## config.mk

```make
export PLATFORM = sky130hd
export DESIGN_NAME = system_control_low_bits
export DESIGN_NICKNAME = d
export VERILOG_FILES = /design/src/sysctl_pkg.sv /design/src/nmi_edge_detect.sv /design/src/system_control_low_bits.sv
export SDC_FILE = /design/constraint.sdc
export NUM_CORES = 1
export LEC_CHECK = 0
export BUFFER_PORTS_ARGS = -buffer_cell sky130_fd_sc_hd__buf_2
export CORE_MARGIN = 4
export CORE_UTILIZATION = 29
export CTS_CLUSTER_DIAMETER = 150
export CTS_CLUSTER_SIZE = 25
export DETAILED_ROUTE_END_ITERATION = 8
export PLACE_DENSITY_LB_ADDON = 0.2
export REMOVE_ABC_BUFFERS = 1
export SYNTH_ARGS = -nofsm -noshare
export SYNTH_HDL_FRONTEND = slang
export SYNTH_SLANG_ARGS = --single-unit
```

## constraint.sdc

```tcl
create_clock -name core_clk -period 0.8 [get_ports core_clk]
set_input_delay 0.12 -clock core_clk [delete_from_list [all_inputs] [get_ports core_clk]]
set_output_delay 0.12 -clock core_clk [all_outputs]
set_load 0.03 [all_outputs]
```

## src/sysctl_pkg.sv

```systemverilog
// Constants for the system control low-bit register bank
package sysctl_pkg;
    // ------------------------------------------------------------
    // Register map
    // ------------------------------------------------------------
    localparam int REG_ADDR_W = 4;
    localparam logic [REG_ADDR_W-1:0] SYSTEM_CONTROL_OFFSET = 4'h0;
    localparam int DATA_W = 8;
    // ------------------------------------------------------------
    // Field positions and reset values
    // ------------------------------------------------------------
    localparam int NMI_EDGE_POLARITY_SELECT_POS = 2;
    localparam int SHARED_WINDOW_SELECT_POS = 1;
    localparam int ONCHIP_RAM_ENABLE_POS = 0;
    localparam int CTRL_W = 3;
    localparam logic [CTRL_W-1:0] CTRL_RESET = 3'h1;
    // ------------------------------------------------------------
    // Shared peripheral windows (low 16 address bits)
    // ------------------------------------------------------------
    localparam int PERIPH_ADDR_W = 16;
    localparam logic [15:0] WINDOW_A_LO = 16'hfff0;
    localparam logic [15:0] WINDOW_A_HI = 16'hfff7;
    localparam logic [15:0] WINDOW_B_LO = 16'hfffc;
    localparam logic [15:0] WINDOW_B_HI = 16'hffff;
endpackage

```

## src/nmi_edge_detect.sv

```systemverilog
// Selectable edge detector for the non-maskable interrupt input
`timescale 1ns/1ps
`default_nettype none
module nmi_edge_detect (
    input wire logic core_clk,
    input wire logic rst,
    input wire logic nmi_in,
    input wire logic rising_sel,
    output logic nmi_request
);
    typedef struct packed {
        logic prev;
        logic req;
    } edge_state_t;

    edge_state_t s_q;
    edge_state_t s_d;

    always_comb begin
        s_d = s_q;
        s_d.prev = nmi_in;
        if (rising_sel) begin
            s_d.req = nmi_in & ~s_q.prev;
        end else begin
            s_d.req = ~nmi_in & s_q.prev;
        end
    end

    // Previous level starts high so a high input at release is no edge
    always_ff @(posedge core_clk or posedge rst) begin
        if (rst) begin
            s_q <= '{prev: 1'b1, req: 1'b0};
        end else begin
            s_q <= s_d;
        end
    end

    assign nmi_request = s_q.req;
endmodule
`default_nettype wire

```

## src/system_control_low_bits.sv

```systemverilog
// System control register low bits: NMI edge, window select, RAM enable
//
// Strobed register access and the address map were left to the implementer.
`timescale 1ns/1ps
`default_nettype none
// Overview of operation
// - Edge bit 0 gives NMI request on falling edge, 1 on rising edge.
// - Window bit 0 maps shared ranges to timer and timer-link registers.
// - Window bit 1 maps shared ranges to host and keypad registers.
// - RAM enable bit 0 disables on-chip RAM, 1 enables it.
// - RAM enable returns to 1 as soon as reset is asserted.
// - Only one register group is visible in the shared ranges at once.
module system_control_low_bits #(
    parameter int ADDR_W = sysctl_pkg::REG_ADDR_W
) (
    input wire logic core_clk,
    input wire logic rst,
    input wire logic [ADDR_W-1:0] reg_addr,
    input wire logic [sysctl_pkg::DATA_W-1:0] reg_wdata,
    input wire logic reg_we,
    input wire logic reg_re,
    output logic [sysctl_pkg::DATA_W-1:0] reg_rdata,
    input wire logic nmi_in,
    output logic nmi_request,
    input wire logic [sysctl_pkg::PERIPH_ADDR_W-1:0] periph_addr,
    input wire logic periph_access,
    output logic timer_group_select,
    output logic host_group_select,
    output logic onchip_ram_enable,
    output logic nmi_edge_polarity_select,
    output logic shared_window_select
);
    // ------------------------------------------------------------
    // Parameter check
    // ------------------------------------------------------------
    if (ADDR_W < sysctl_pkg::REG_ADDR_W) begin : g_bad_addr_w
        $error("ADDR_W too narrow for the register offset");
    end

    // ------------------------------------------------------------
    // State
    // ------------------------------------------------------------
    typedef struct packed {
        logic [sysctl_pkg::CTRL_W-1:0] ctrl;
        logic [sysctl_pkg::DATA_W-1:0] rdata;
        logic timer_sel;
        logic host_sel;
    } ctrl_state_t;

    ctrl_state_t s_q;
    ctrl_state_t s_d;
    logic reg_hit;
    logic in_window;

    assign reg_hit = (reg_addr == ADDR_W'(sysctl_pkg::SYSTEM_CONTROL_OFFSET));
    assign in_window =
        ((periph_addr >= sysctl_pkg::WINDOW_A_LO) &&
         (periph_addr <= sysctl_pkg::WINDOW_A_HI)) ||
        ((periph_addr >= sysctl_pkg::WINDOW_B_LO) &&
         (periph_addr <= sysctl_pkg::WINDOW_B_HI));

    // ------------------------------------------------------------
    // Next state
    // ------------------------------------------------------------
    always_comb begin
        s_d = s_q;
        s_d.rdata = '0;
        if (reg_we && reg_hit) begin
            s_d.ctrl = reg_wdata[sysctl_pkg::CTRL_W-1:0];
        end
        if (reg_re && reg_hit) begin
            s_d.rdata = {{(sysctl_pkg::DATA_W - sysctl_pkg::CTRL_W){1'b0}},
                         s_q.ctrl};
        end
        // Decode uses the select value in force during the access
        s_d.timer_sel = periph_access && in_window &&
            !s_q.ctrl[sysctl_pkg::SHARED_WINDOW_SELECT_POS];
        s_d.host_sel = periph_access && in_window &&
            s_q.ctrl[sysctl_pkg::SHARED_WINDOW_SELECT_POS];
    end

    // Async reset loads the documented initial values, RAM enabled
    always_ff @(posedge core_clk or posedge rst) begin
        if (rst) begin
            s_q.ctrl <= sysctl_pkg::CTRL_RESET;
            s_q.rdata <= '0;
            s_q.timer_sel <= 1'b0;
            s_q.host_sel <= 1'b0;
        end else begin
            s_q <= s_d;
        end
    end

    // ------------------------------------------------------------
    // Outputs
    // ------------------------------------------------------------
    assign reg_rdata = s_q.rdata;
    assign timer_group_select = s_q.timer_sel;
    assign host_group_select = s_q.host_sel;
    assign onchip_ram_enable =
        s_q.ctrl[sysctl_pkg::ONCHIP_RAM_ENABLE_POS];
    assign nmi_edge_polarity_select =
        s_q.ctrl[sysctl_pkg::NMI_EDGE_POLARITY_SELECT_POS];
    assign shared_window_select =
        s_q.ctrl[sysctl_pkg::SHARED_WINDOW_SELECT_POS];

    nmi_edge_detect u_nmi_edge (
        .core_clk(core_clk),
        .rst(rst),
        .nmi_in(nmi_in),
        .rising_sel(nmi_edge_polarity_select),
        .nmi_request(nmi_request)
    );
endmodule
`default_nettype wire

```

==> metrics.md <==
| Metric | Value |
|---|---|
| Outcome | finished with violations |
| Violated checks | setup timing |
| Final setup margin | -0.236 ns |
| Clk pin slew, worst setup/hold paths | 0.06 ns |
| Total gr overflow | 0 |
| Netlist cell types | 17 |
| Share of post-route cells with drive strength above 1 | a little over two thirds |
| Via count | around 450 |
| Worst Setup SP | onchip_ram_enable |
| DIE AREA | 2210 um^2 |
| Row cnt | 13 |
| Worst-Skew Late Latency | about 0.25 ns |
| Drt first pass iters | 2 |
| Internal Pwr Total | a little over 1 mW |
| DR WL/cell | approximately 11 um |
| Clock net sink count | 10 |
| Endpoints failing hold | 0 |
| Metal-1 WL | 353 um |
| Total Wirelength | around 1100 um |
| Clock Path Buffers | 2 |
| Number of synthesized register bits | 10 |
| Critical path arrival | 0.92 ns |
| Crit path depth | 1 |
| Clock root cell | clkbuf_4 |
| Clock period minus worst slack | between 1 and 1.5 ns |
| NetSw | ~0.43 mW |
| Die W | roughly 47 um |
| Post-DP HPWL | around 800 um |
| Mapped Area | ~440 um^2 |
| Reg area | between 200 and 300 um^2 |
| Worst path slowest cell | dfstp_2 |
| Core area | between 1000 and 1500 um^2 |
| Crit path buf inv count | 1 |
| All-Layer GR Usage | 10.8% |
| Maximum VDD drop | between 1 and 1.5 mV |
| H-Tree Depth | 1 |
| Top layer in use | met3 |
| Routed length on met2 | 590 um |
| MaxCap Viol Count | 0 |
| Dpl ws | -0.317 ns |
| Non-filler cells, final | just under 100 |
| Pwr Total | ~1.5 mW |
| R2R cell count | 3 |
| Area of the multi-input gates | between 200 and 250 um^2 |
| YS warnings | 0 |
| Vias in the first global route | 442 |
| Post-DRT Antenna Nets | 0 |
| P_leak | around 0.43 nW |
| Number of remaining DRC errors | 0 |
| Sequential group share of total power | 41.1% |
| Core Util, Final | between 50% and 60% |
| Height of the die | 47.0 um |
| Pwr/cell area | between 1500 and 2000 nW/um^2 |
| Count of final setup violators | 15 |
| Initial antenna violation count | 0 |
| CP endpoint kind | output pin |
| Total CTS buffers | 3 |
| RSZ-0062 raised after global routing | true |
| Vias per cell | around 4.6 |
| Max incr delay on CP | between 0.5 and 0.6 ns |
| Post-Syn Area per Cell | about 12 um^2 |
| Fmax | about 970 MHz |
| Largest net degree at the start of global routing | 11 |
| Pins over their slew limit | 0 |
| Placed Cells | 88 |
| CP Class | reg -> out |
| # port buffers | 35 |
| Post-synthesis sequential area ratio | 57.2% |
| Critical path, cell by cell | buf_6 |
| TritonCTS clock tree | built |
| Post-Synthesis Cells | 37 |
| Crit-path max FO | 2 |
| Critical Path RT | 0.68 ns |
| Internal reg-to-reg setup slack | -0.14 ns |
| Area grow syn2layout | 85.0% |
| Cell family with most CP delay | flip-flops |
| Power share of the clock group | a little over a fifth |
| Final Skew | around 0.0020 ns |
| Initial Utilization | around a third |
| Worst hold-check path type | in -> reg |
| 1st-iter DRT viols | 3 |
| Routability Congestion | 0.633 |
| Antenna cells | 0 |
| Switching Share | a little under 30% |
| First-pass GRT wire length | 1620 um |
| Logic pwr share | between 30 and 40% |
| Crit share post-route | 130% |
| Met3 wire length | 148 um |
| Reg-to-reg endpoint | reg_rdata[0] |
| R2r startpoint | onchip_ram_enable |
| Io pins | 48 |
| CP startpoint kind | flip-flop |
| Final net count | between 100 and 150 |
| CP endpoint | onchip_ram_enable |
| # fillers | between 100 and 150 |
-- routing by layer --
metal	up-vias	track usage [%]
met5	-	0
met4	0	1.66
met3	0	5.75
met2	31	21.7
met1	204	9.32
li1	213	-
-- cell usage after synthesis --
master / instances / area share [%]
and3_2: 3 / 5.1
and4_1: 1 / 2.0
buf_4: 5 / 8.5
conb_1: 1 / 0.85
dfrtp_1: 8 / 45
dfstp_2: 2 / 12
inv_1: 2 / 1.7
mux2_1: 3 / 7.6
nand2_1: 2 / 1.7
nand2_2: 1 / 1.4
nand4_1: 2 / 2.8
nand4b_1: 1 / 2.0
nor2_1: 1 / 0.85
nor3_1: 2 / 2.3
nor4_2: 1 / 2.8
o2111ai_1: 1 / 2.0
o21ai_0: 1 / 1.1
-- through the flow --
| stage | area, um^2 | TNS (ns) | hold slack (ns) |
|---|---|---|---|
| 6_report | 817 | -1.51 | 0.0958 |
| 5_1_grt | 817 | -2.18 | 0.0869 |
| 4_1_cts | 788 | -1.49 | 0.0798 |
| 3_5_place_dp | 628 | -1.41 | 0.110 |
| 3_3_place_gp | 628 | -1.39 | 0.100 |
| 2_1_floorplan | 419 | -0.932 | -0.0413 |
-- cell type report --
class | count | area share (%)
Clock buffer | 3 | 2.76
Inverter | 2 | 0.919
Multi-Input combinational cell | 24 | 25.0
Sequential cell | 10 | 30.9
Tap cell | 15 | 2.30
Timing Repair Buffer | 43 | 38.1
-- worst min-delay path by stage --
stage | startpoint | end | slack, ns | cells past startpoint
after global placement | rst | u_nmi_edge.nmi_request | 0.10 | 2
after global routing | reg_wdata[1] | shared_window_select | 0.09 | 2
final | reg_wdata[1] | shared_window_select | 0.1 | 2
after floorplan | rst | host_group_select | -0.04 | 1
after CTS | reg_wdata[1] | shared_window_select | 0.08 | 2
after detailed placement | rst | u_nmi_edge.nmi_request | 0.11 | 2
-- cells in the final DEF, fill, tap and decap left out --
cell type / count
buf_4: 2
nand2_2: 1
mux2_4: 3
buf_2: 26
dfrtp_1: 8
dlygate4sd3_1: 2
nand2_1: 2
nor3_2: 2
nand4_1: 2
nor2_4: 1
inv_1: 2
o2111ai_1: 1
nor4_4: 1
and4_1: 1
o21ai_1: 1
clkbuf_4: 3
conb_1: 5
and3_2: 1
and3_4: 2
nand4b_1: 1
buf_6: 13
dfstp_2: 2
-- registers in the layout, summed over array words and instances, names as in the netlist --
register and flops:
host_group_select 1, nmi_edge_polarity_select 1, onchip_ram_enable 1, reg_rdata 3, shared_window_select 1, timer_group_select 1, u_nmi_edge.nmi_request 1, u_nmi_edge.s_q 1
-- power groups by stage --
stage | sequential (mW) | combinational [mW] | clock, mW
2_1_floorplan | 0.692 | 0.0858 | 0
3_3_place_gp | 0.605 | 0.311 | 0
3_5_place_dp | 0.607 | 0.316 | 0
4_1_cts | 0.598 | 0.505 | 0.342
5_1_grt | 0.606 | 0.580 | 0.365
6_report | 0.601 | 0.544 | 0.317
-- cell families (layout without fill, tap and decap cells) --
kind of cell / count (synthesis) / in the layout / synth area share (%)
and+or+nand+nor: 14 / 14 / 21.0
DFF: 10 / 10 / 57.2
buffers and inverters: 7 / 48 / 10.2
muxes: 3 / 3 / 7.65
AOI/OAI and AO/OA: 2 / 2 / 3.12
other: 1 / 5 / 0.849
-- timing repair --
action,4_1_cts,5_1_grt
setup endpoints to repair,14,18
pin swaps,3,2
hold buffers,2,0
endpoints found under the hold margin,9,0
resized for setup,28,5
cloned,0,0
setup buffers,3,1
Note: power is estimated with default switching activity, not from simulation.
